## src/common/intc_pkg.sv

```systemverilog
// Constants for the interrupt and trap priority resolver.
// Assumes a single 20 MHz system clock and an APB register port.
package intc_pkg;

  // ***************************************************************
  // Sources and vectors
  // ***************************************************************
  localparam int NUM_SRC = 54;
  localparam int PRIO_W = 3;
  localparam int NIB_W = 4;
  localparam int NIB_PER_REG = 4;
  localparam int NUM_PRIO_REGS = 14;
  localparam logic [5:0] VEC_OFFSET = 6'h08;
  localparam logic [53:0] SRC_IMPL_MASK = 54'h0400_0381_FFFF;
  localparam logic [53:0] UART_B_MASK = 54'h0000_0300_0000;
  localparam logic [2:0] PRIO_RESET = 3'h4;
  localparam logic [3:0] BLOCK_ALL_LEVEL = 4'h7;
  localparam logic [23:0] RESET_ADDR = 24'h000000;

  // ***************************************************************
  // Traps
  // ***************************************************************
  localparam logic [3:0] MATH_TRAP_LEVEL = 4'hB;
  localparam logic [3:0] ADDR_TRAP_LEVEL = 4'hC;
  localparam logic [5:0] MATH_TRAP_VEC = 6'h03;
  localparam logic [5:0] ADDR_TRAP_VEC = 6'h04;

  // ***************************************************************
  // Register map
  // ***************************************************************
  localparam logic [11:0] PRIO_END_ADDR = 12'h038;
  localparam logic [11:0] CTRL_ADDR = 12'h040;
  localparam logic [11:0] TRAP_STAT_ADDR = 12'h044;
  localparam logic [11:0] RST_CAUSE_ADDR = 12'h048;
  localparam logic [11:0] SEL_STAT_ADDR = 12'h04C;
  localparam logic [1:0] CTRL_RESET = 2'h0;
  localparam int CTRL_OVF31_EN = 0;
  localparam int CTRL_OVF39_EN = 1;
  localparam int CAUSE_WDT = 0;
  localparam int CAUSE_UNINIT = 1;
  localparam int CAUSE_ILLEGAL = 2;
  localparam int CAUSE_BROWNOUT = 3;
  localparam int CAUSE_LOCKOUT = 4;
  localparam int CAUSE_W = 5;

endpackage : intc_pkg

```

## src/core/priority_pick.sv

```systemverilog
// Picks the highest user priority among candidate sources.
// Assumes candidates already exclude disabled and reserved sources.
`timescale 1ns/1ps
`default_nettype none
module priority_pick #(
  parameter int NUM = 54
) (
  input wire logic [NUM-1:0] cand,
  input wire logic [NUM*3-1:0] prio_flat,
  output logic found,
  output logic [5:0] idx,
  output logic [2:0] level
);

  // ***************************************************************
  // Search
  // ***************************************************************
  // Walking from the top index down with >= lets the lower number win ties
  always_comb begin
    found = 1'b0;
    idx = 6'h00;
    level = 3'h0;
    for (int i = NUM - 1; i >= 0; i--) begin
      if (cand[i] && (prio_flat[i*3 +: 3] >= level)) begin
        found = 1'b1;
        idx = 6'(i);
        level = prio_flat[i*3 +: 3];
      end
    end
  end

endmodule : priority_pick
`default_nettype wire

```

## src/core/interrupt_trap_priority_resolver.sv

```systemverilog
// Interrupt and trap priority resolver with APB register port.
// Assumes peripherals, trap detectors and the core share ref_clk.
//
// Added by the designer: the APB interface to the registers and the address map.
`timescale 1ns/1ps
`default_nettype none
module interrupt_trap_priority_resolver #(
  parameter bit HAS_UART_B = 1'b1
) (
  input wire logic ref_clk,
  input wire logic nrst,
  input wire logic psel,
  input wire logic penable,
  input wire logic pwrite,
  input wire logic [11:0] paddr,
  input wire logic [31:0] pwdata,
  output logic [31:0] prdata,
  output logic pready,
  output logic pslverr,
  input wire logic [53:0] irq_pending,
  input wire logic [3:0] cpu_priority_level,
  output logic irq_req,
  output logic [5:0] irq_vector,
  output logic [2:0] irq_level,
  input wire logic insn_done,
  input wire logic trap_ack,
  input wire logic trap_exit,
  input wire logic div_by_zero,
  input wire logic shift_too_far,
  input wire logic acc_ovf31,
  input wire logic guard_bits_used,
  input wire logic acc_ovf39,
  input wire logic saturation_on,
  input wire logic misaligned_access,
  input wire logic unimpl_data_access,
  input wire logic unimpl_prog_access,
  input wire logic vector_space_fetch,
  input wire logic mac_x_hits_y,
  input wire logic mac_y_hits_x,
  input wire logic invalid_vector_addr,
  input wire logic literal_jump_unimpl,
  input wire logic pc_exec_unimpl,
  output logic div_abort,
  output logic trap_req,
  output logic [5:0] trap_vector,
  output logic [3:0] trap_level,
  output logic trap_level_top_bit,
  input wire logic wdt_timeout,
  input wire logic uninit_w_pointer,
  input wire logic illegal_opcode_exec,
  input wire logic insn_flushed,
  input wire logic brownout_reset,
  output logic reset_req,
  output logic [23:0] reset_vector_addr
);

  // ***************************************************************
  // Register port decode
  // ***************************************************************
  wire apb_setup = psel && !penable;
  wire apb_wr = psel && penable && pwrite;
  wire prio_sel = (paddr < intc_pkg::PRIO_END_ADDR) && (paddr[1:0] == 2'h0);
  wire ctrl_sel = (paddr == intc_pkg::CTRL_ADDR);
  wire tstat_sel = (paddr == intc_pkg::TRAP_STAT_ADDR);
  wire cause_sel = (paddr == intc_pkg::RST_CAUSE_ADDR);
  wire selst_sel = (paddr == intc_pkg::SEL_STAT_ADDR);
  wire mapped = prio_sel || ctrl_sel || tstat_sel || cause_sel || selst_sel;
  wire [3:0] prio_idx = paddr[5:2];

  logic [31:0] prdata_q;
  logic [31:0] prdata_d;
  logic slverr_q;

  assign pready = penable;
  assign prdata = prdata_q;
  assign pslverr = slverr_q;

  // ***************************************************************
  // Priority fields
  // ***************************************************************
  wire [53:0] impl_mask = HAS_UART_B ? intc_pkg::SRC_IMPL_MASK
                                     : (intc_pkg::SRC_IMPL_MASK & ~intc_pkg::UART_B_MASK);
  logic [2:0] prio_q [intc_pkg::NUM_SRC];
  logic [intc_pkg::NUM_SRC*3-1:0] prio_flat;
  logic [intc_pkg::NUM_PRIO_REGS*16-1:0] prio_words;
  logic [53:0] cand;

  for (genvar s = 0; s < intc_pkg::NUM_SRC; s++) begin : g_src
    wire wr_hit = apb_wr && prio_sel && (prio_idx == 4'(s / intc_pkg::NIB_PER_REG));
    always_ff @(posedge ref_clk or negedge nrst) begin
      if (!nrst) begin
        prio_q[s] <= intc_pkg::PRIO_RESET;
      end else if (wr_hit) begin
        prio_q[s] <= pwdata[(s % intc_pkg::NIB_PER_REG)*intc_pkg::NIB_W +: 3];
      end
    end
    assign prio_flat[s*3 +: 3] = prio_q[s];
    assign prio_words[s*4 +: 4] = {1'b0, prio_q[s]};
    // Reserved numbers and zero priority never compete
    assign cand[s] = irq_pending[s] && impl_mask[s] && (prio_q[s] != 3'h0);
  end
  assign prio_words[intc_pkg::NUM_PRIO_REGS*16-1:intc_pkg::NUM_SRC*4] = '0;

  // ***************************************************************
  // Interrupt selection
  // ***************************************************************
  logic sel_found;
  logic [5:0] sel_idx;
  logic [2:0] sel_level;
  logic trap_busy_q;

  // Highest value wins, natural order breaks ties
  priority_pick #(
    .NUM(intc_pkg::NUM_SRC)
  ) u_pick (
    .cand(cand),
    .prio_flat(prio_flat),
    .found(sel_found),
    .idx(sel_idx),
    .level(sel_level)
  );

  wire block_all = !trap_busy_q && (cpu_priority_level == intc_pkg::BLOCK_ALL_LEVEL);
  wire beats_cpu = {1'b0, sel_level} > cpu_priority_level;
  wire irq_go = sel_found && beats_cpu && !block_all;
  wire [5:0] sel_vec = sel_idx + intc_pkg::VEC_OFFSET;

  logic irq_req_q;
  logic [5:0] irq_vector_q;
  logic [2:0] irq_level_q;

  always_ff @(posedge ref_clk or negedge nrst) begin
    if (!nrst) begin
      irq_req_q <= 1'b0;
      irq_vector_q <= 6'h00;
      irq_level_q <= 3'h0;
    end else begin
      irq_req_q <= irq_go;
      irq_vector_q <= irq_go ? sel_vec : irq_vector_q;
      irq_level_q <= irq_go ? sel_level : irq_level_q;
    end
  end
  assign irq_req = irq_req_q;
  assign irq_vector = irq_vector_q;
  assign irq_level = irq_level_q;

  // ***************************************************************
  // Trap detection
  // ***************************************************************
  logic [1:0] ctrl_q;
  wire ovf31_trap = ctrl_q[intc_pkg::CTRL_OVF31_EN] && acc_ovf31 && !guard_bits_used;
  wire ovf39_trap = ctrl_q[intc_pkg::CTRL_OVF39_EN] && acc_ovf39 && !saturation_on;
  wire math_cond = div_by_zero || shift_too_far || ovf31_trap || ovf39_trap;
  wire data_bad = misaligned_access || unimpl_data_access || mac_x_hits_y
                  || mac_y_hits_x;
  wire prog_bad = unimpl_prog_access || vector_space_fetch || literal_jump_unimpl
                  || pc_exec_unimpl;
  wire addr_cond = data_bad || prog_bad || invalid_vector_addr;
  wire lockout = math_cond && addr_cond;

  assign div_abort = div_by_zero;

  logic math_pend_q;
  logic addr_pend_q;
  logic trap_req_q;
  logic [5:0] trap_vector_q;
  logic [3:0] trap_level_q;

  // Serving the higher trap first; ack clears only the one offered
  wire ack_addr = trap_ack && trap_req_q && (trap_level_q == intc_pkg::ADDR_TRAP_LEVEL);
  wire ack_math = trap_ack && trap_req_q && (trap_level_q == intc_pkg::MATH_TRAP_LEVEL);
  wire trap_go = (math_pend_q || addr_pend_q) && insn_done && !trap_req_q;

  always_ff @(posedge ref_clk or negedge nrst) begin
    if (!nrst) begin
      math_pend_q <= 1'b0;
      addr_pend_q <= 1'b0;
    end else begin
      // A new condition in the ack cycle survives the clear
      math_pend_q <= (math_cond && !lockout) || (math_pend_q && !ack_math);
      addr_pend_q <= (addr_cond && !lockout) || (addr_pend_q && !ack_addr);
    end
  end

  always_ff @(posedge ref_clk or negedge nrst) begin
    if (!nrst) begin
      trap_req_q <= 1'b0;
      trap_vector_q <= 6'h00;
      trap_level_q <= 4'h0;
    end else if (trap_go) begin
      trap_req_q <= 1'b1;
      trap_vector_q <= addr_pend_q ? intc_pkg::ADDR_TRAP_VEC : intc_pkg::MATH_TRAP_VEC;
      trap_level_q <= addr_pend_q ? intc_pkg::ADDR_TRAP_LEVEL
                                  : intc_pkg::MATH_TRAP_LEVEL;
    end else if (trap_ack) begin
      trap_req_q <= 1'b0;
    end
  end

  always_ff @(posedge ref_clk or negedge nrst) begin
    if (!nrst) begin
      trap_busy_q <= 1'b0;
    end else if (trap_ack && trap_req_q) begin
      trap_busy_q <= 1'b1;
    end else if (trap_exit) begin
      trap_busy_q <= 1'b0;
    end
  end
  assign trap_req = trap_req_q;
  assign trap_vector = trap_vector_q;
  assign trap_level = trap_level_q;
  assign trap_level_top_bit = trap_busy_q;

  // ***************************************************************
  // Reset sources
  // ***************************************************************
  wire illegal_hit = illegal_opcode_exec && !insn_flushed;
  wire [intc_pkg::CAUSE_W-1:0] cause_now = {lockout, brownout_reset, illegal_hit,
                                             uninit_w_pointer, wdt_timeout};
  logic reset_req_q;
  logic [intc_pkg::CAUSE_W-1:0] cause_q;
  wire cause_clr = apb_wr && cause_sel;

  always_ff @(posedge ref_clk or negedge nrst) begin
    if (!nrst) begin
      reset_req_q <= 1'b0;
      cause_q <= '0;
    end else begin
      reset_req_q <= |cause_now;
      cause_q <= cause_now | (cause_q & ~(cause_clr ? pwdata[intc_pkg::CAUSE_W-1:0] : '0));
    end
  end
  assign reset_req = reset_req_q;
  assign reset_vector_addr = intc_pkg::RESET_ADDR;

  // ***************************************************************
  // Register write and read
  // ***************************************************************
  always_ff @(posedge ref_clk or negedge nrst) begin
    if (!nrst) begin
      ctrl_q <= intc_pkg::CTRL_RESET;
    end else if (apb_wr && ctrl_sel) begin
      ctrl_q <= pwdata[1:0];
    end
  end

  always_comb begin
    prdata_d = 32'h0000_0000;
    if (prio_sel) begin
      prdata_d = {16'h0000, prio_words[prio_idx*16 +: 16]};
    end else if (ctrl_sel) begin
      prdata_d = {30'h0000_0000, ctrl_q};
    end else if (tstat_sel) begin
      prdata_d = {29'h0000_0000, trap_busy_q, addr_pend_q, math_pend_q};
    end else if (cause_sel) begin
      prdata_d = {27'h0000_0000, cause_q};
    end else if (selst_sel) begin
      prdata_d = {22'h00_0000, irq_req_q, irq_level_q, irq_vector_q};
    end
  end

  always_ff @(posedge ref_clk or negedge nrst) begin
    if (!nrst) begin
      prdata_q <= 32'h0000_0000;
      slverr_q <= 1'b0;
    end else if (apb_setup) begin
      prdata_q <= pwrite ? 32'h0000_0000 : prdata_d;
      slverr_q <= !mapped;
    end
  end

  // ***************************************************************
  // Checks
  // ***************************************************************
  vector_offset_a: assert property (@(posedge ref_clk) disable iff (!nrst)
    irq_req_q |-> (irq_vector_q == $past(sel_idx) + intc_pkg::VEC_OFFSET))
    else $error("irq vector is not number plus eight");

  zero_prio_a: assert property (@(posedge ref_clk) disable iff (!nrst)
    irq_req_q |-> (irq_level_q != 3'h0))
    else $error("zero priority source interrupted");

  strict_level_a: assert property (@(posedge ref_clk) disable iff (!nrst)
    irq_req_q |-> ({1'b0, irq_level_q} > $past(cpu_priority_level)))
    else $error("interrupt not above cpu level");

  block_all_a: assert property (@(posedge ref_clk) disable iff (!nrst)
    (!trap_busy_q && cpu_priority_level == 4'h7) |=> !irq_req_q)
    else $error("interrupt taken at level seven");

  reserved_src_a: assert property (@(posedge ref_clk) disable iff (!nrst)
    irq_req_q |-> impl_mask[irq_vector_q - intc_pkg::VEC_OFFSET])
    else $error("reserved source selected");

  lockout_reset_a: assert property (@(posedge ref_clk) disable iff (!nrst)
    (math_cond && addr_cond) |=> reset_req_q && !$rose(math_pend_q))
    else $error("simultaneous traps did not reset");

  flushed_opcode_a: assert property (@(posedge ref_clk) disable iff (!nrst)
    (illegal_opcode_exec && insn_flushed && !wdt_timeout && !uninit_w_pointer
     && !brownout_reset && !lockout) |=> !reset_req_q)
    else $error("flushed opcode caused reset");

  trap_waits_a: assert property (@(posedge ref_clk) disable iff (!nrst)
    $rose(trap_req_q) |-> $past(insn_done))
    else $error("trap offered before instruction end");

  trap_level_a: assert property (@(posedge ref_clk) disable iff (!nrst)
    trap_req_q |-> trap_level_q[3])
    else $error("trap level below eight");

  div_abort_a: assert property (@(posedge ref_clk) disable iff (!nrst)
    (div_by_zero && !addr_cond) |=> math_pend_q)
    else $error("divide by zero not pended");

endmodule : interrupt_trap_priority_resolver
`default_nettype wire

```

## config.mk

```make
export PLATFORM = sky130hd
export DESIGN_NAME = interrupt_trap_priority_resolver
export DESIGN_NICKNAME = d
export VERILOG_FILES = /design/src/common/intc_pkg.sv /design/src/core/priority_pick.sv /design/src/core/interrupt_trap_priority_resolver.sv
export SDC_FILE = /design/constraint.sdc
export NUM_CORES = 1
export LEC_CHECK = 0
export BUFFER_PORTS_ARGS = -buffer_cell sky130_fd_sc_hd__buf_4
export CORE_MARGIN = 8
export CORE_UTILIZATION = 50
export CTS_BUF_LIST = sky130_fd_sc_hd__clkbuf_8
export CTS_CLUSTER_SIZE = 30
export DETAILED_ROUTE_END_ITERATION = 6
export HOLD_SLACK_MARGIN = 0.02
export PLACE_DENSITY = 0.77
export SYNTH_ARGS = -nofsm -noshare
export SYNTH_HDL_FRONTEND = slang
export SYNTH_SLANG_ARGS = --single-unit
export TNS_END_PERCENT = 10
```

## constraint.sdc

```tcl
create_clock -name ref_clk -period 28 [get_ports ref_clk]
set_input_delay 2.8 -clock ref_clk [delete_from_list [all_inputs] [get_ports ref_clk]]
set_output_delay 2.8 -clock ref_clk [all_outputs]
set_load 0.01 [all_outputs]
```

### After elaboration in Yosys (flattened, before gate mapping)

Index checks and enable logic that the tools add are counted.

| word-level totals | value |
|---|---|
| register bits after elaboration | 227 |
| output and inout port bits | 82 |
| input bits | 130 |

| operators by class | value |
|---|---|
| equal/unequal tests | 20 |
| $lt $le $gt $ge | 23 |
| shift operators | 1 |
| $add $sub $neg | 1 |
| muxes and demuxes | 76 |
| reduce and logical (&&, ||, !) cells | 136 |
| bitwise operators | 3 |

Operator list:

| operator | number |
|---|---|
| indexed part select 224 x 9 -> 16 bit | 1 |
| 2-to-1 mux 32 bit | 5 |
| 2-to-1 mux 6 bit | 21 |
| logical AND 1 bit | 81 |
| 2-to-1 mux 3 bit | 23 |
| nonzero test 3 bit | 21 |
| greater-or-equal comparator 3 bit | 20 |
| equality test 12 x 7 -> 1 bit (second input constant) | 4 |
| equality test 4 bit (second input constant) | 8 |
| 2-to-1 mux 1 bit | 25 |
| equality test 4 x 3 -> 1 bit (second input constant) | 5 |
| logical OR 1 bit | 18 |
| less-than comparator 12 x 6 -> 1 bit (second input constant) | 1 |
| logical NOT 1 bit | 11 |
| 2-to-1 mux 10 bit | 1 |
| equality test 4 x 2 -> 1 bit (second input constant) | 2 |
| adder 6 x 4 -> 6 bit (second input constant) | 1 |
| AND 5 bit | 1 |
| 2-to-1 mux 5 bit | 1 |
| inverter 5 bit | 1 |
| bitwise OR 5 bit | 1 |
| OR reduction 5 bit | 1 |
| equality test 4 x 1 -> 1 bit (second input constant) | 1 |
| > comparator 3 x 4 -> 1 bit | 1 |
| 4 further kinds | 5 |

### Depth between registers and ports, before layout

| depth | value |
|---|---|
| depth in word-level cells | 67 |
| gate-level depth with buffers | 158 |
| depth with buffers taken out | 156 |

### By module

Synthesis repeated with hierarchy kept, for this count alone.

| unflattened totals | value |
|---|---|
| cells, all modules | 2,076 |
| area, all modules | 18,337.6 um^2 |

Modules (own cells, without submodules):

| module | seq. area each (um^2) | area an instance (um^2) | cells an instance | times used |
|---|---|---|---|---|
| interrupt_trap_priority_resolver | 5,122.4 | 10,251.1 | 755 | 1 |
| priority_pick | 0.0 | 8,086.5 | 1,321 | 1 |

### Worst setup path after synthesis

Ideal clock, no wire load.

| path | value |
|---|---|
| path kind | input port to flip-flop |
| start point | in irq_pending[42] |
| end point | reg irq_vector_q[5], in the netlist irq_vector[5] |
| path slack | -2,717 ps |
| arrival | 30,646 ps |
| buffers on the path | 2 |
| stages on the path | 155 |
| data required time | 27,928 ps |
| path through | and2_1 ha_1 nor2b_1 o21ai_1 and2_1 o21ai_0 a22o_1 ha_1 nor2b_1 o31ai_1 a311oi_4 mux2_2 ha_1 nand2b_1 maj3_1 o21ai_0 or3_1 buf_4 [119 not listed] o31ai_1 ha_1 nand2b_1 a21o_1 a21oi_1 nor2b_1 o31ai_1 nor2_1 a31oi_1 ha_1 nor2b_1 o21a_1 o211ai_1 o21ai_0 nand3_1 nor2_1 a221o_1 nor2_1 |

| on the way | value |
|---|---|
| cells in the longest elaborated chain, start to end | 66 |

RTL lines:

| element | RTL line | text |
|---|---|---|
| from (decl) | interrupt_trap_priority_resolver.sv:20 | `input wire logic [53:0] irq_pending,` |
| logical AND 1 bit (*) | interrupt_trap_priority_resolver.sv:100 | `assign cand[s] = irq_pending[s] && impl_mask[s] && (prio_q[s] != 3'h0);` |
| logical AND 1 bit (*) | priority_pick.sv:24 | `if (cand[i] && (prio_flat[i*3 +: 3] >= level)) begin` |
| 2-to-1 mux 3 bit (*) | priority_pick.sv:24 |  |
| greater-or-equal comparator 3 bit | priority_pick.sv:24 |  |
| logical AND 1 bit | priority_pick.sv:24 |  |
| 2-to-1 mux 3 bit (*) | priority_pick.sv:24 |  |
| greater-or-equal comparator 3 bit | priority_pick.sv:24 |  |
| logical AND 1 bit | priority_pick.sv:24 |  |
| [50 not listed] | -- |  |
| logical AND 1 bit | priority_pick.sv:24 |  |
| 2-to-1 mux 3 bit (*) | priority_pick.sv:24 |  |
| greater-or-equal comparator 3 bit | priority_pick.sv:24 |  |
| logical AND 1 bit | priority_pick.sv:24 |  |
| 2-to-1 mux 3 bit (*) | priority_pick.sv:24 |  |
| named net sel_level[1] | interrupt_trap_priority_resolver.sv:109 | `logic [2:0] sel_level;` |
| > comparator 3 x 4 -> 1 bit (*) | interrupt_trap_priority_resolver.sv:124 | `wire beats_cpu = {1'b0, sel_level} > cpu_priority_level;` |
| logical AND 1 bit (*) (2 in a row) | interrupt_trap_priority_resolver.sv:125 | `wire irq_go = sel_found && beats_cpu && !block_all;` |
| to (signal assigned) | interrupt_trap_priority_resolver.sv:139 | `irq_vector_q <= irq_go ? sel_vec : irq_vector_q;` |
| to (decl) | interrupt_trap_priority_resolver.sv:129 | `logic [5:0] irq_vector_q;` |

Mark *: on every way through the listed nets, which the timed path passes. The rest lies on a longest branch.
A chain may end at the register's enable or synchronous reset.

### Final worst setup path

Same ends and word-level chain as after synthesis.

==> reports/results.ini <==
[cells_and_area]
stdcell_count=1905
final_util=0.652
num_antenna_cells=0
fill_cells=1855
fin_nets=1707
syn_to_final_growth_pct=28.2
drive_gt1_frac=0.483

[logic_synthesis]
ys.warnings.count=0
ys_top_cells_by_count=mux2_2, dfrtp_1, nand2_1, o21ai_0, nor2_1
synth_edf_count=0
ys_ff_latch=202
syn_area_sq_um=13200
yosys.area.top_type=dfrtp_1
synth_cell_type_count=93
seq_area_frac_synth=0.388
synthCells=1266
async_flop_share=1.00
yosys.area.top_type_share=0.280
synth.most_common_cell=mux2_2
syn_avg_cell_area_sq_um=10.4
synth.area.top_cells=dfrtp_1, mux2_2, dfstp_2
ys.flop_type=dfrtp_1

[timing]
min_period_over_period=1.05
setup_ws_ns=-1.32
setup_viol=10
slew_headroom=0.176
setup_tns_ns=-12.24
grt_setup_unrepaired=true
finalMaxSlewViolations=0
hold_viol=0
min_period_ns=29.32
clock_skew_ns=0.0110
fmax_mhz=34.1
worst_pin_slew_ns=1.23

[job]
drv_cap=0

[worst_hold_path]
hp-start=prdata[6]
hold_class=reg -> reg
whs_endpoint=prdata[6]
hold_depth=2

[pwr]
ir_worst_vdd_mv=0.0292
leakage_nw=7.83
p_per_area_nw_per_um2=40.0
p_total_w=0.000677

[die]
row_count=59
design.core.area_sq_um=26000
die_height_microns=179
ios=212
die_x_microns=179
dieArea_sq_um=31900
start_util=0.508

[setup_path]
r2r_start=prio_flat[128]
critPathLaunchType=input pin
worstRegToRegCells=164
crit_slowest_cell=mux2_4
reg2reg_to=irq_vector[5]
cp.arrival_ns=29.80
r2r_setup_slack_ns=0.42
critPathMaxStageDelay_ns=0.36
worstSetupPathType=in -> reg
worst_path_most_repeated_cell=buf_4
critPathCaptureType=register
crit_required_ns=28.48
critPathMaxFanout=5

[global_routing]
grt_antenna_before_repair=1
track_usage=0.248
grt_pass1_vias=11800
grt_max_degree=128
grt-ovfl-total=0
grt_first_pass_wirelength_microns=63200

[clocking]
path_clk_slew_ns=0.06
cts_tree=yes
cts-root-buf=clkbuf_8
clock_latency_ns=0.56
cts_buffers=31
max-clock-path-buffers=3
htreeDepth=1
ctsHoldBuffers=0
cts.sinks=202

[drt]
vias_per_cell=6.09
routedWlPerCell_microns=21.3
dr.first_iter.drc_count=1181
drtPass1Iterations=6
vias=11600
totalWireLength_microns=40600
drcViolationCount=0
route.antenna.remaining_nets=0

[status]
violations=setup timing
outcome=finished, violations left

[place]
post-dp-hpwl_microns=28600
gp_congestion=0.934
placed_cells=1763
portBuffers=114

## worst max-delay path, delay by kind of cell
| family | cells | cell delay (ns) |
|---|---|---|
| AO/OA/AOI/OAI | 54 | 8.64 |
| buffers and inverters | 25 | 3.09 |
| adder cells (fa/ha/maj) | 24 | 6.46 |
| multiplexers | 4 | 1.23 |
| AND/OR/NAND/NOR | 58 | 7.52 |
## cell type report
class,instances,area [sq um],area share
Clock buffer,35,482,0.0284
Timing Repair Buffer,313,2370,0.140
Sequential cell,202,5120,0.302
Multi-Input combinational cell,953,8260,0.488
Clock inverter,22,114,0.00672
Inverter,45,169,0.00997
Tap cell,335,419,0.0247
## report_power, final
group          switching (W)  internal [W]  leakage (nW)
registers         0.00000809      0.000299          2.45
clock network       0.000112      0.000123         0.372
logic              0.0000688     0.0000661          5.00
## through the flow
step           cell area, sq um  hold WS (ns)  worst slack [ns]
6_report                  16900         0.478             -1.32
5_1_grt                   16900         0.515             -2.35
4_1_cts                   16700         0.482            -0.855
3_5_place_dp              15200         0.466             -2.28
3_3_place_gp              15200         0.462             -1.59
2_1_floorplan             13600         0.443            -0.934
## how the worst max path moves through the flow
stage,startpoint,to,slack [ns],depth (start not counted)
4_1_cts,irq_pending[42],irq_vector[5],-0.86,156
2_1_floorplan,irq_pending[42],irq_vector[5],-0.93,156
5_1_grt,irq_pending[42],irq_vector[5],-2.35,166
6_report,irq_pending[42],irq_vector[5],-1.32,165
3_5_place_dp,irq_pending[42],irq_vector[5],-2.28,157
3_3_place_gp,irq_pending[42],irq_vector[5],-1.59,155
## kinds of logic after synthesis
logic type                 share of synthesized area
muxes                                          0.216
and+or+nand+nor                                0.135
adders and majority gates                     0.0369
AOI/OAI and AO/OA                              0.164
other                                       0.000284
DFF                                            0.388
buffers and inverters                         0.0594
## placed cells by master, fill, tap and decap left out, types with 9 or more instances in the layout
master and n:
buf_4 310, mux2_2 151, dfrtp_1 148, nand2_1 125, inv_1 61, o21ai_0 60
dfstp_2 54, nor2_1 49, conb_1 45, mux4_2 44, clkbuf_8 36, a21oi_1 29
ha_1 20, nor3_1 19, nand2b_4 17, a21o_1 17, o21a_1 16, nand3_1 15
and2_1 14, o211ai_1 14, a31oi_1 14, and3_1 14, o21ai_1 12, nand2b_1 11
mux2i_1 11, ha_4 10, a21oi_2 9
## sequential cells by signal (all words and copies together) (netlist names)
| name | flops |
|---|---|
| cause_q | 5 |
| trap_level | 3 |
| irq_vector | 6 |
| trap_level_top_bit | 1 |
| reset_req | 1 |
| ctrl_q | 2 |
| prdata | 14 |
| addr_pend_q | 1 |
| math_pend_q | 1 |
| irq_level | 3 |
| irq_req | 1 |
| prio_flat | 162 |
| pslverr | 1 |
| trap_req | 1 |
## repair_timing
action	4_1_cts	5_1_grt
setup endpoints to repair	10	10
resized for setup	61	40
pin swaps	84	61
buffers inserted	76	10
cloned	0	0
## per-layer routing
layer | wire [microns] | vias to the layer above | track usage
met1 | 15400 | 5774 | 0.308
met5 | 0 | - | 0
li1 | - | 5178 | -
met4 | 1350 | 0 | 0.0937
met3 | 3670 | 96 | 0.0428
met2 | 20100 | 551 | 0.425
No activity file was read; power rests on OpenSTA's default activity.
